<file path="config.mk">
export PLATFORM = sky130hd
export DESIGN_NAME = multipurpose_output_port
export DESIGN_NICKNAME = d
export VERILOG_FILES = /design/src/pkg/mpo_pkg.sv /design/src/core/multipurpose_output_port.sv /design/src/core/output_source_mux.sv
export VERILOG_INCLUDE_DIRS = /design/src /design/src/pkg
export SDC_FILE = /design/constraint.sdc
export NUM_CORES = 1
export LEC_CHECK = 0
export BUFFER_PORTS_ARGS = -buffer_cell sky130_fd_sc_hd__clkbuf_2
export CORE_ASPECT_RATIO = 1.1
export CORE_MARGIN = 3
export CORE_UTILIZATION = 43
export CTS_CLUSTER_SIZE = 28
export DETAILED_ROUTE_END_ITERATION = 8
export GPL_ROUTABILITY_DRIVEN = 0
export PLACE_DENSITY_LB_ADDON = 0.05
export REMOVE_ABC_BUFFERS = 1
export SYNTH_ARGS = -nofsm -noshare
export SYNTH_HDL_FRONTEND = slang
export SYNTH_SLANG_ARGS = --single-unit
</file>
<file path="constraint.sdc">
create_clock -name clk_i -period 2 [get_ports clk_i]
set_clock_uncertainty 0.2 [all_clocks]
set_input_delay 0.2 -clock clk_i [delete_from_list [all_inputs] [get_ports clk_i]]
set_output_delay 0.2 -clock clk_i [all_outputs]
set_load 0.005 [all_outputs]
</file>
<file path="src/pkg/mpo_params.svh">
`ifndef MPO_PARAMS_SVH
`define MPO_PARAMS_SVH

// Register offsets on the plain register port
`define OFS_FUNC_SEL 4'h0
`define OFS_ASSERT 4'h1
`define OFS_NEGATE 4'h2
`define OFS_START 4'h3
`define OFS_STOP 4'h4
`define OFS_CHA_CMD 4'h5
`define OFS_PIN_LEVEL 4'h6
`define OFS_GP_LATCH 4'h7

// Function select field positions
`define FLD_PIN2_HI 1
`define FLD_PIN2_LO 0
`define FLD_PIN3_HI 3
`define FLD_PIN3_LO 2

// Interrupt status bit positions
`define ISR_TX_A 0
`define ISR_RX_A 1
`define ISR_TX_B 4
`define ISR_RX_B 5

// Mode register bits that hand pins 0 and 1 to the channels
`define MODE1_ALT_BIT 7
`define MODE2_ALT_BIT 5

// Channel A command upper nibble
`define CMD_NIB_HI 7
`define CMD_NIB_LO 4
`define CMD_RTS_ON 4'h8
`define CMD_RTS_OFF 4'h9

// Reset values
`define RST_FUNC_SEL 8'h00
`define RST_GP_LATCH 8'hff
`define RST_BYTE 8'h00

`endif

</file>
<file path="src/pkg/mpo_pkg.sv">
package mpo_pkg;

  typedef logic [3:0] addr_type;
  typedef logic [7:0] byte_type;

  typedef enum logic [1:0] {
    P2_GP = 2'h0,
    P2_TXA16 = 2'h1,
    P2_TXA1 = 2'h2,
    P2_RXA1 = 2'h3
  } pin2_sel_type;

  typedef enum logic [1:0] {
    P3_GP = 2'h0,
    P3_CT = 2'h1,
    P3_TXB1 = 2'h2,
    P3_RXB1 = 2'h3
  } pin3_sel_type;

endpackage : mpo_pkg

</file>
<file path="src/core/multipurpose_output_port.sv">
// How it works
// - Pin 2 select: latch, A clocks
// - Pin 3 select: latch, timer, B clocks
// - Counter mode: low at terminal, high on stop
// - Pin 4 shows inverted channel A receive ready
// - Pin 5 shows inverted channel B receive ready
// - Pin 6 shows inverted channel A transmit ready
// - Pin 7 shows inverted channel B transmit ready
// - Mode registers hand pins 0, 1 over
// - Start register read starts the timer
// - Stop register read stops the counter
// - Assert write drives marked pins low
// - Negate write drives marked pins high
// - Asserted pin stays low until negated
// - Latch writes ignore alternate function pins
// - Command nibble 8/9 asserts/negates request-to-send
// - Timer mode stop only clears ready flag
//
// Our own choices: the register addresses and the address-and-strobe port.
`timescale 1ns/1ps
`default_nettype none
`include "mpo_params.svh"

module multipurpose_output_port
  import mpo_pkg::*;
(
  input wire logic clk_i,
  input wire logic rst_i,
  input wire logic [3:0] addr_i,
  input wire logic [7:0] wdata_i,
  input wire logic wr_i,
  input wire logic rd_i,
  output logic [7:0] rdata_o,
  input wire logic [7:0] chan_a_mode_one_i,
  input wire logic [7:0] chan_a_mode_two_i,
  input wire logic [7:0] chan_b_mode_one_i,
  input wire logic [7:0] chan_b_mode_two_i,
  input wire logic chan_a_alt_i,
  input wire logic chan_b_alt_i,
  input wire logic chan_a_tx_clock_x16_i,
  input wire logic chan_a_tx_clock_x1_i,
  input wire logic chan_a_rx_clock_x1_i,
  input wire logic chan_b_tx_clock_x1_i,
  input wire logic chan_b_rx_clock_x1_i,
  input wire logic timer_mode_i,
  input wire logic ct_out_i,
  input wire logic ct_terminal_i,
  input wire logic [7:0] interrupt_status_i,
  output logic [7:0] output_pin_o,
  output logic timer_start_o,
  output logic timer_halt_o,
  output logic timer_ready_clear_o
);

  byte_type func_sel;
  byte_type gp_latch;
  logic chan_a_request_to_send_n;
  logic ct_low;

  byte_type next_gp_latch;
  byte_type next_rdata;
  byte_type next_pins;
  byte_type alt_mask;
  byte_type assert_mask;
  byte_type negate_mask;
  logic next_rts_n;
  logic next_ct_low;
  logic next_halt;

  logic wr_func;
  logic wr_assert;
  logic wr_negate;
  logic wr_cmd;
  logic rd_start;
  logic rd_stop;
  logic rd_level;
  logic rd_latch;
  logic [3:0] cmd_nib;
  logic rts_on;
  logic rts_off;
  logic pin0_rts;
  logic pin0_alt;
  logic pin0_value;
  logic pin1_alt;
  logic ct_pin_value;

  // Address decode
  assign wr_func = wr_i && (addr_i == `OFS_FUNC_SEL);
  assign wr_assert = wr_i && (addr_i == `OFS_ASSERT);
  assign wr_negate = wr_i && (addr_i == `OFS_NEGATE);
  assign wr_cmd = wr_i && (addr_i == `OFS_CHA_CMD);
  assign rd_start = rd_i && (addr_i == `OFS_START);
  assign rd_stop = rd_i && (addr_i == `OFS_STOP);
  assign rd_level = rd_i && (addr_i == `OFS_PIN_LEVEL);
  assign rd_latch = rd_i && (addr_i == `OFS_GP_LATCH);

  // Request-to-send follows the channel A command nibble
  assign cmd_nib = wdata_i[`CMD_NIB_HI:`CMD_NIB_LO];
  assign rts_on = wr_cmd && (cmd_nib == `CMD_RTS_ON);
  assign rts_off = wr_cmd && (cmd_nib == `CMD_RTS_OFF);
  assign next_rts_n = rts_on ? 1'b0 : rts_off ? 1'b1 : chan_a_request_to_send_n;

  // Pin 0 and pin 1 handover is owned by the channel mode registers
  assign pin0_rts = chan_a_mode_one_i[`MODE1_ALT_BIT];
  assign pin0_alt = pin0_rts || chan_a_mode_two_i[`MODE2_ALT_BIT];
  assign pin0_value = pin0_rts ? chan_a_request_to_send_n : chan_a_alt_i;
  assign pin1_alt = chan_b_mode_one_i[`MODE1_ALT_BIT] || chan_b_mode_two_i[`MODE2_ALT_BIT];

  // Alternate pins are masked out so the latch keeps its old level
  assign assert_mask = wr_assert ? (wdata_i & ~alt_mask) : `RST_BYTE;
  assign negate_mask = wr_negate ? (wdata_i & ~alt_mask) : `RST_BYTE;
  assign next_gp_latch = (gp_latch & ~assert_mask) | negate_mask;

  // Terminal count wins over a stop in the same cycle so it is not lost
  assign next_ct_low = (ct_terminal_i && !timer_mode_i) ? 1'b1 :
                       rd_stop ? 1'b0 : ct_low;
  assign ct_pin_value = timer_mode_i ? ct_out_i : ~ct_low;
  // A running square wave must not be stopped by the stop register
  assign next_halt = rd_stop && !timer_mode_i;

  // Start and stop reads return zero; software ignores them anyway
  assign next_rdata = rd_level ? output_pin_o :
                      rd_latch ? gp_latch : `RST_BYTE;

  output_source_mux u_mux (
    .func_sel_i(func_sel),
    .gp_latch_i(gp_latch),
    .interrupt_status_i(interrupt_status_i),
    .pin0_alt_i(pin0_alt),
    .pin0_value_i(pin0_value),
    .pin1_alt_i(pin1_alt),
    .pin1_value_i(chan_b_alt_i),
    .chan_a_tx_clock_x16_i(chan_a_tx_clock_x16_i),
    .chan_a_tx_clock_x1_i(chan_a_tx_clock_x1_i),
    .chan_a_rx_clock_x1_i(chan_a_rx_clock_x1_i),
    .chan_b_tx_clock_x1_i(chan_b_tx_clock_x1_i),
    .chan_b_rx_clock_x1_i(chan_b_rx_clock_x1_i),
    .ct_pin_value_i(ct_pin_value),
    .next_pins_o(next_pins),
    .alt_mask_o(alt_mask)
  );

  always_ff @(posedge clk_i) begin
    if (rst_i) begin
      func_sel <= `RST_FUNC_SEL;
      gp_latch <= `RST_GP_LATCH;
      chan_a_request_to_send_n <= 1'b1;
      ct_low <= 1'b0;
    end else begin
      if (wr_func) begin
        func_sel <= wdata_i;
      end
      gp_latch <= next_gp_latch;
      chan_a_request_to_send_n <= next_rts_n;
      ct_low <= next_ct_low;
    end
  end

  // Pins are registered, so clock sources appear one cycle late
  always_ff @(posedge clk_i) begin
    if (rst_i) begin
      output_pin_o <= `RST_GP_LATCH;
      rdata_o <= `RST_BYTE;
      timer_start_o <= 1'b0;
      timer_halt_o <= 1'b0;
      timer_ready_clear_o <= 1'b0;
    end else begin
      output_pin_o <= next_pins;
      rdata_o <= next_rdata;
      timer_start_o <= rd_start;
      timer_halt_o <= next_halt;
      timer_ready_clear_o <= rd_stop;
    end
  end
endmodule : multipurpose_output_port
`default_nettype wire

</file>
<file path="src/core/output_source_mux.sv">
`timescale 1ns/1ps
`default_nettype none
`include "mpo_params.svh"

module output_source_mux
  import mpo_pkg::*;
(
  input wire logic [7:0] func_sel_i,
  input wire logic [7:0] gp_latch_i,
  input wire logic [7:0] interrupt_status_i,
  input wire logic pin0_alt_i,
  input wire logic pin0_value_i,
  input wire logic pin1_alt_i,
  input wire logic pin1_value_i,
  input wire logic chan_a_tx_clock_x16_i,
  input wire logic chan_a_tx_clock_x1_i,
  input wire logic chan_a_rx_clock_x1_i,
  input wire logic chan_b_tx_clock_x1_i,
  input wire logic chan_b_rx_clock_x1_i,
  input wire logic ct_pin_value_i,
  output logic [7:0] next_pins_o,
  output logic [7:0] alt_mask_o
);

  pin2_sel_type sel2;
  pin3_sel_type sel3;
  logic alt2;
  logic alt3;

  assign sel2 = pin2_sel_type'(func_sel_i[`FLD_PIN2_HI:`FLD_PIN2_LO]);
  assign sel3 = pin3_sel_type'(func_sel_i[`FLD_PIN3_HI:`FLD_PIN3_LO]);
  assign alt2 = (sel2 != P2_GP);
  assign alt3 = (sel3 != P3_GP);

  assign alt_mask_o[0] = pin0_alt_i;
  assign alt_mask_o[1] = pin1_alt_i;
  assign alt_mask_o[2] = alt2;
  assign alt_mask_o[3] = alt3;
  assign next_pins_o[0] = pin0_alt_i ? pin0_value_i : gp_latch_i[0];
  assign next_pins_o[1] = pin1_alt_i ? pin1_value_i : gp_latch_i[1];

  assign next_pins_o[2] = (sel2 == P2_TXA16) ? chan_a_tx_clock_x16_i :
                          (sel2 == P2_TXA1) ? chan_a_tx_clock_x1_i :
                          (sel2 == P2_RXA1) ? chan_a_rx_clock_x1_i : gp_latch_i[2];
  assign next_pins_o[3] = (sel3 == P3_CT) ? ct_pin_value_i :
                          (sel3 == P3_TXB1) ? chan_b_tx_clock_x1_i :
                          (sel3 == P3_RXB1) ? chan_b_rx_clock_x1_i : gp_latch_i[3];

  // Ready flags leave the pins active low, inverted from the status bits
  genvar i;
  generate
    for (i = 4; i < 8; i++) begin : g_ready_pin
      localparam int ISR_IDX = (i == 4) ? `ISR_RX_A : (i == 5) ? `ISR_RX_B :
                               (i == 6) ? `ISR_TX_A : `ISR_TX_B;
      assign alt_mask_o[i] = func_sel_i[i];
      assign next_pins_o[i] = func_sel_i[i] ? ~interrupt_status_i[ISR_IDX] : gp_latch_i[i];
    end
  endgenerate

endmodule : output_source_mux
`default_nettype wire

</file>
# Word level (Yosys, flattened, before mapping)

Cells that the tools add are included.

Word-level logic and storage cells: 76
Input bits: 66
Output and inout port bits: 19
Flip-flop bits (word level): 37

Bitwise operators: 10
Equal/unequal tests: 15
Reduce and logical (&&, ||, !) cells: 20
Multiplexer cells: 22

Operator list:

| operator           | count |
|---|---|
| $mux 8             | 4 |
| $mux 1             | 18 |
| $and 8x8->8        | 2 |
| $eq 4x3->1 const B | 4 |
| $not 8->8          | 2 |
| $logic_and 1x1->1  | 12 |
| $eq 2x2->1 const B | 4 |
| $eq 4x2->1 const B | 2 |
| $eq 4x4->1 const B | 2 |
| $or 8x8->8         | 1 |
| $reduce_bool 2->1  | 4 |
| $not 1->1          | 5 |
| $eq 2x1->1 const B | 2 |
| $eq 4x1->1 const B | 1 |
| $logic_not 4->1    | 1 |
| $logic_or 1x1->1   | 2 |
| $logic_not 1->1    | 1 |

# Longest topological paths before layout

Gate-level depths: netlist (run 1).

Word-level depth: 7
Mapped depth: 4

# Cells and area by module

A second synthesis (run 1) with hierarchy kept.

Cell total of the unflattened synthesis: 174
Area total of the unflattened synthesis: 1731.7 µm²

By module, submodules not included:

| module                   | times used | area an instance (µm²) | cells each | sequential area each (µm²) |
|---|---|---|---|---|
| multipurpose_output_port | 1          | 1536.5                 | 152        | 740.7 |
| output_source_mux        | 1          | 195.2                  | 22         | 0.0 |

# Worst setup path before layout (run 1)

No wires, ideal clock.

Path type: reg2reg
From: register func_sel[1]
To: register output_pin_o[2]
Setup slack: 587 ps
Arrival time: 1090 ps
Period minus slack after synthesis: 1413 ps
Stages on the path, launching flop included: 3
Data required time: 1677 ps
Cell sequence: dfxtp_1 mux4_2 or2_2

Longest elaborated chain between the ends: 4

RTL lines:

| what                   | line                            | source |
|---|---|---|
| start, declared        | multipurpose_output_port.sv:55  | `byte_type func_sel;` |
| start signal, assigned | multipurpose_output_port.sv:145 | `` func_sel <= `RST_FUNC_SEL; `` |
| start signal, assigned | multipurpose_output_port.sv:151 | `func_sel <= wdata_i;` |
| $eq 2x2->1             | output_source_mux.sv:44         | `(sel2 == P2_RXA1) ? chan_a_rx_clock_x1_i : gp_latch_i[2];` |
| $mux 1                 | output_source_mux.sv:44         |  |
| $mux 1                 | output_source_mux.sv:43         | `(sel2 == P2_TXA1) ? chan_a_tx_clock_x1_i :` |
| $mux 1 (*)             | output_source_mux.sv:42         | `assign next_pins_o[2] = (sel2 == P2_TXA16) ? chan_a_tx_clock_x16_i :` |
| end signal, assigned   | multipurpose_output_port.sv:162 | `` output_pin_o <= `RST_GP_LATCH; `` |
| end signal, assigned   | multipurpose_output_port.sv:168 | `output_pin_o <= next_pins;` |
| end, declared          | multipurpose_output_port.sv:49  | `output logic [7:0] output_pin_o,` |

Every way passes the cells marked *; elsewhere a longest branch is shown, timed or not.
A chain may end at the register's enable or synchronous reset.

# Worst setup path in the final report (run 1)

From: input port chan_b_mode_one_i[7]
To: register output_pin_o[1]

Longest elaborated chain between the ends: 2

RTL lines:

| what             | line                            | source |
|---|---|---|
| start, declared  | multipurpose_output_port.sv:36  | `input wire logic [7:0] chan_b_mode_one_i,` |
| $logic_or 1x1->1 | multipurpose_output_port.sv:107 | `` assign pin1_alt = chan_b_mode_one_i[`MODE1_ALT_BIT] \|\| chan_b_mode_two_i[`MODE2_ALT_BIT]; `` |
| $mux 1           | output_source_mux.sv:40         | `assign next_pins_o[1] = pin1_alt_i ? pin1_value_i : gp_latch_i[1];` |

Every way passes these cells.

==> results of run 1 <==
## cells in the mapped netlist, types with 2 or more instances
cell / number
a211oi_1: 9
a221o_1: 7
buf_2: 2
clkbuf_1: 5
dfxtp_1: 37
inv_1: 3
mux2i_1: 11
nand2_1: 43
nand3_1: 9
nor2_1: 6
nor2b_1: 7
nor3b_1: 4
o21ai_0: 6
## routing by layer
layer | up-vias | GRT usage
li1 | 742 | -
met2 | 56 | 0.356
met1 | 704 | 0.202
met4 | 0 | 0.0992
met5 | - | 0
met3 | 6 | 0.0600
## power groups by stage
stage                     combinational [mW]  sequential, mW  clock [mW]
final                                  0.168           0.755       0.451
after global routing                   0.186           0.757       0.490
after CTS                              0.167           0.756       0.463
after detailed placement               0.136           0.773           0
after global placement                 0.132           0.772           0
after floorplan                       0.0588           0.772           0
## final cells by class
| type | instances | share of cell area |
|---|---|---|
| Inverter | 3 | 0.00531 |
| Clock inverter | 1 | 0.00236 |
| Tap cell | 48 | 0.0283 |
| Sequential cell | 37 | 0.349 |
| Timing Repair Buffer | 78 | 0.238 |
| Multi-Input combinational cell | 117 | 0.346 |
| Clock buffer | 7 | 0.0307 |
## per-stage QoR
| stage | hold WS [ns] | cell area, um2 | setup WS [ns] | instances | power (mW) |
|---|---|---|---|---|---|
| after floorplan | 0.0724 | 1490 | 0.388 | 157 | 0.831 |
| after CTS | 0.00570 | 2120 | 0.258 | 291 | 1.39 |
| final | 0.0118 | 2120 | 0.277 | 291 | 1.37 |
| after detailed placement | 0.226 | 1850 | 0.411 | 263 | 0.909 |
| after global placement | 0.221 | 1850 | 0.453 | 263 | 0.904 |
| after global routing | 0.00839 | 2120 | 0.177 | 291 | 1.43 |
## registers in the layout, summed over array words and instances (netlist names)
signal,count
ct_low,1
gp_latch,8
chan_a_request_to_send_n,1
rdata_o,8
func_sel,8
output_pin_o,8
timer_ready_clear_o,1
timer_halt_o,1
timer_start_o,1
## worst min path at each step
stage / from / endpoint / slack (ns) / cells after the start
floorplan: rst_i / timer_ready_clear_o / 0.07 / 1
global placement: timer_mode_i / timer_halt_o / 0.22 / 2
detailed placement: timer_mode_i / timer_halt_o / 0.23 / 2
CTS: chan_b_tx_clock_x1_i / output_pin_o[3] / 0.006 / 3
global route: chan_b_rx_clock_x1_i / output_pin_o[3] / 0.008 / 3
finish: chan_b_tx_clock_x1_i / output_pin_o[3] / 0.01 / 3
## repair_timing
item / 4_1_cts / 5_1_grt
setup endpoints to repair: 0 / 0
endpoints found under the hold margin: 18 / 0
hold buffers: 20 / 0
gates resized for setup: 0 / 0
## cells by family (layout without fill, tap and decap cells)
| group | Yosys count | after routing |
|---|---|---|
| and+or+nand+nor | 78 | 78 |
| DFF | 37 | 37 |
| AOI/OAI and AO/OA | 26 | 26 |
| muxes | 13 | 13 |
| buffers and inverters | 12 | 89 |
## worst min-delay path: cells and delay by family
kind	cells	cell delay [ns]
buffers and inverters	1	0.08
muxes	1	0.06
AOI/OAI and AO/OA	1	0.17
==> metrics.md, run 1 <==
| Metric | Value |
|---|---|
| Status | finished clean |
| Top sig layer | met4 |
| Residual DRC | 0 |
| Worst EP required | 2.08 ns |
| Share of synthesized cell area in and, or, nand and nor gates | 0.252 |
| Worst-path clk slew | 0.11 ns |
| Final core utilization | 0.627 |
| Peak VDD IR | 0.415 mV |
| Final wirelength | 3.92 mm |
| ANT nets after route | 0 |
| Launching element type of the critical path | input port |
| Area growth syn-to-layout | 38.3% |
| CP max stage cell | dlygate4sd3_1 |
| Syn avg cell area | 9.24 um2 |
| Max-capacitance violation count | 0 |
| Setup bufs post-CTS | 0 |
| R2r worst-path depth | 4 |
| Io pins | 85 |
| Main synth FF type | dfxtp_1 |
| Crit Reg-Reg Endpoint | output_pin_o[0] |
| Reg-to-reg slack, setup | 0.33 ns |
| Multiplexer share of the synthesized area | 0.0938 |
| Worst setup path endpoint | output_pin_o[1] |
| Vias | 1,508 |
| RSZ-0062 raised after global routing | false |
| Synth top area share | 0.483 |
| Vias in the first global route | 1,419 |
| Antenna cells | 0 |
| Die Span X | 62.9 um |
| Synth warn | 0 |
| Initial Util | 0.453 |
| Gr usage total | 0.193 |
| Crit-path max FO | 3 |
| CTS Buffer Depth | 2 |
| Period utilization | 0.861 |
| FF+latch count, synth | 37 |
| R2R Path Start | gp_latch[0] |
| Sw frac | 0.243 |
| Clock tree root driver cell | clkbuf_4 |
| Post-synth EDFFs | 0 |
| CTS tree | done |
| FMAX | 580 MHz |
| Worst hold-check path type | input port to flip-flop |
| Adder-Cell Fraction of Synth Area | 0 |
| Worst-path cell chain | dlygate4sd3_1 -> clkbuf_2 -> nor2_1 -> dlygate4sd3_1 -> nand2_1 -> nand3_1 |
| TNS Setup | 0 ns |
| Async SR Flop Fraction | 0 |
| Flop pwr share | 0.550 |
| # setup viols final | 0 |
| Initial antenna violation count | 0 |
| Initial DRC Count | 82 |
| CP arrival | 1.81 ns |
| FILL cells | 306 |
| CP Depth | 6 |
| Die span in y | 68.6 um |
| Area taken by multi-input logic gates | 734 um2 |
| Metal-1 WL | 1.64 mm |
| Reported net switching power | 334 uW |
| Reg area | 741 um2 |
| WL/cell | 13.5 um |
| CTS sink cnt | 37 |
| Synth Area in Compound Gates | 0.133 |
| DP Wirelength | 2.68 mm |
| Cell family with most CP delay | buffers and inverters |
| Most frequent cells in the layout | 52 x clkbuf_2, 43 x nand2_1, 37 x dfxtp_1 |
| First-pass GRT wire length | 6.33 mm |
| Synth area leader | dfxtp_1 |
| Core area | 3390 um2 |
| Most common cell after layout, fill and taps aside | clkbuf_2 |
| Cell variety after synth | 30 |
| Largest family of logic cells by synthesized area | simple AND/OR/NAND/NOR gates |
| CP endpoint kind | flip-flop |
| Max-Slew Margin vs Limit | 0.488 |
| Final Slew Violations | 0 |
| Largest cells by area after synthesis | dfxtp_1 48%, nand2_1 11%, mux2i_1 7.2% |
| Port bufs | 52 |
| Met3 WL | 279 um |
| Gate count of the mapped netlist | 166 |
| Crit path kind | input port to flip-flop |
| Bufs and invs on worst path | 3 |
| Total Nets Final | 308 |
| XOR/XNOR Fraction of Synth Area | 0 |
| Clk Latency, worst-skew pair | 0.34 ns |
| Leakage power | 0.900 nW |
| Cell Pwr Density | 648 nW/um2 |
| CTS H-tree depth | 2 |
| Critical Path Source | chan_b_mode_one_i[7] |
| Inserted Clock Buffers | 5 |
| Worst slew pin tran | 0.767 ns |
| Metal2 WL | 1.93 mm |
| Logic pwr share | 0.122 |
| Final Hold Fails | 0 |
| Die area | 4320 um2 |
| Fin crit period | 1.72 ns |
| Total gr overflow | 0 |
| Core Rows | 22 |
| Layout cells sized above 1 | 0.296 |
| Internal Power | 1.04 mW |
| Largest net degree at the start of global routing | 26 |
| Netlist Area Pre-Place | 1530 um2 |
| Most used cell, CP | dlygate4sd3_1 |
| Crit path largest cell delay | 0.60 ns |
| Via-to-Cell Ratio | 5.18 |
| Clock Power Share | 0.328 |
| Detailed Routing Iterations Pass 1 | 5 |
| Sequential fraction of the synthesis area | 0.483 |
No activity file was read; power rests on OpenSTA's default activity.
==> inputs of run 2 (changes only) <==
--- a/config.mk
+++ b/config.mk
@@ -7,7 +7,7 @@
 export NUM_CORES = 1
 export LEC_CHECK = 0
 export BUFFER_PORTS_ARGS = -buffer_cell sky130_fd_sc_hd__clkbuf_2
-export CORE_ASPECT_RATIO = 1.1
+export CORE_ASPECT_RATIO = 0.7
 export CORE_MARGIN = 3
 export CORE_UTILIZATION = 43
 export CTS_CLUSTER_SIZE = 28
==> metrics.md, run 2 (synthesis results as in run 1) <==
| Metric | Value |
|---|---|
| Peak VDD IR | 0.451 mV (was 0.415 mV) |
| Crit path kind | input port to flip-flop (unchanged) |
| Metal-1 WL | 1.67 mm (was 1.64 mm) |
| Cell family with most CP delay | buffers and inverters (unchanged) |
| WL/cell | 12.8 um (was 13.5 um) |
| CTS H-tree depth | 2 (unchanged) |
| # placed instances | 262 (was 263) |
| Vias in the first global route | 1,318 (was 1,419) |
| Final core utilization | 0.636 (was 0.627) |
| Final wirelength | 3.63 mm (was 3.92 mm) |
| CTS sink cnt | 37 (unchanged) |
| Crit-path max FO | 2 (was 3) |
| Launching element type of the critical path | input port (unchanged) |
| Cell Pwr Density | 704 nW/um2 (was 648 nW/um2) |
| Most common cell after layout, fill and taps aside | clkbuf_2 (unchanged) |
| FMAX | 638 MHz (was 580 MHz) |
| Reg area | 741 um2 (unchanged) |
| ANT nets after route | 0 (unchanged) |
| Total gr overflow | 0 (unchanged) |
| Final WS setup | 0.433 ns (was 0.277 ns) |
| Critical Path Source | chan_a_mode_one_i[7] (was chan_b_mode_one_i[7]) |
| Flop pwr share | 0.516 (was 0.550) |
| Total Nets Final | 301 (was 308) |
| First-pass GRT wire length | 5.90 mm (was 6.33 mm) |
| Layout cells sized above 1 | 0.305 (was 0.296) |
| Sw frac | 0.223 (was 0.243) |
| DP Wirelength | 2.74 mm (was 2.68 mm) |
| Core area | 3280 um2 (was 3390 um2) |
| R2R Path Start | func_sel[1] (was gp_latch[0]) |
| Gr usage total | 0.174 (was 0.193) |
| Worst EP required | 1.97 ns (was 2.08 ns) |
| # setup viols final | 0 (unchanged) |
| Clock tree root driver cell | clkbuf_8 (was clkbuf_4) |
| Metal2 WL | 1.73 mm (was 1.93 mm) |
| Post-route insts no fill | 283 (was 291) |
| Logic pwr share | 0.106 (was 0.122) |
| Reported net switching power | 326 uW (was 334 uW) |
| Bufs and invs on worst path | 2 (was 3) |
| Area taken by multi-input logic gates | 734 um2 (unchanged) |
| FILL cells | 323 (was 306) |
| CTS Buffer Depth | 2 (unchanged) |
| Crit path largest cell delay | 0.53 ns (was 0.60 ns) |
| Core Rows | 17 (was 22) |
| Worst-path cell chain | dlygate4sd3_1 -> clkbuf_2 -> nor3b_1 -> nand3_1 -> a221o_1 (was dlygate4sd3_1 -> clkbuf_2 -> nor2_1 -> dlygate4sd3_1 -> nand2_1 -> nand3_1) |
| Pre-CTS WS | 0.374 ns (was 0.411 ns) |
| Initial Util | 0.468 (was 0.453) |
| Vias | 1,407 (was 1,508) |
| RSZ-0062 raised after global routing | false (unchanged) |
| Largest net degree at the start of global routing | 23 (was 26) |
| Clock Power Share | 0.378 (was 0.328) |
| Fin crit period | 1.57 ns (was 1.72 ns) |
| Worst slew pin tran | 0.492 ns (was 0.767 ns) |
| Met3 WL | 202 um (was 279 um) |
| CP endpoint kind | flip-flop (unchanged) |
| CP max stage cell | dlygate4sd3_1 (unchanged) |
| CTS tree | done (unchanged) |
| Total Power | 1.46 mW (was 1.37 mW) |
| Period utilization | 0.784 (was 0.861) |
| Initial antenna violation count | 0 (unchanged) |
| HP Start | interrupt_status_i[5] (was chan_b_tx_clock_x1_i) |
| Max-Slew Margin vs Limit | 0.672 (was 0.488) |
| Port bufs | 52 (unchanged) |
| Most frequent cells in the layout | 52 x clkbuf_2, 43 x nand2_1, 37 x dfxtp_1 (unchanged) |
| Die Span X | 77.4 um (was 62.9 um) |
| Die span in y | 56.0 um (was 68.6 um) |
| Status | finished clean (unchanged) |
| Internal Power | 1.14 mW (was 1.04 mW) |
| Via-to-Cell Ratio | 4.97 (was 5.18) |
| Clk Latency, worst-skew pair | 0.28 ns (was 0.34 ns) |
| Leakage power | 0.881 nW (was 0.900 nW) |
| Detailed Routing Iterations Pass 1 | 4 (was 5) |
| Die area | 4330 um2 (was 4320 um2) |
| TNS Setup | 0 ns (unchanged) |
| Area growth syn-to-layout | 35.7% (was 38.3%) |
| Final Slew Violations | 0 (unchanged) |
| Worst-path clk slew | 0.07 ns (was 0.11 ns) |
| Top sig layer | met4 (unchanged) |
| Io pins | 85 (unchanged) |
| Residual DRC | 0 (unchanged) |
| Worst hold-check path type | input port to flip-flop (unchanged) |
| CP arrival | 1.54 ns (was 1.81 ns) |
| Inserted Clock Buffers | 5 (unchanged) |
| Antenna cells | 0 (unchanged) |
| Max-capacitance violation count | 0 (unchanged) |
| Initial DRC Count | 50 (was 82) |
| Final Hold Fails | 0 (unchanged) |
## run 2: cell types whose count changed in the layout (fill, tap and decap cells not counted)
cell           change
dlygate4sd3_1      -7
clkbuf_4           -5
clkbuf_8           +5
## run 2: worst reg2reg max path: stages, from the launching register on
cell and delay (ns):
dfxtp_1 0.38, mux4_2 0.50, or2_2 0.27
## run 2: repair_timing
action / 4_1_cts / 5_1_grt
gates resized for setup: 0 / 0
setup endpoints to repair: 0 / 0
setup buffers: 0 / 0
hold buffers: 12 / 1
hold endpoints to repair: 12 / 1
## run 2: cell type report
class / instances / share of cell area
flip-flops and latches: 37 / 0.356
inverters: 3 / 0.00541
clock buffers: 7 / 0.0463
well taps: 47 / 0.0282
clock inverters: 1 / 0.00240
repair buffers: 71 / 0.209
multi-input cells: 117 / 0.353
## run 2: per-layer routing
layer  GRT usage  up-vias
met2       0.296       38
met3      0.0485        4
met4      0.0609        0
met5           0        -
li1            -      724
met1       0.210      641
## run 2: per-stage QoR
step / area [um2] / hold slack, ns
6_report: 2080 / 0.000475
5_1_grt: 2080 / 0.00660
4_1_cts: 2070 / 0.000120
3_5_place_dp: 1850 / 0.222
3_3_place_gp: 1850 / 0.223
2_1_floorplan: 1490 / 0.0724
## run 2: power by group through the flow
stage	clock network, mW	registers, mW	logic, mW
3_5_place_dp	0	0.773	0.135
4_1_cts	0.570	0.756	0.154
2_1_floorplan	0	0.772	0.0588
3_3_place_gp	0	0.772	0.131
6_report	0.554	0.756	0.155
5_1_grt	0.608	0.757	0.169
## run 2: final timing paths
kind	to	slack [ns]	cells after the start
worst min-delay path	output_pin_o[5]	0.0005	4
worst max register to register	output_pin_o[2]	0.54	2
worst min register to register	rdata_o[7]	0.27	2
worst max-delay path	gp_latch[0]	0.43	5
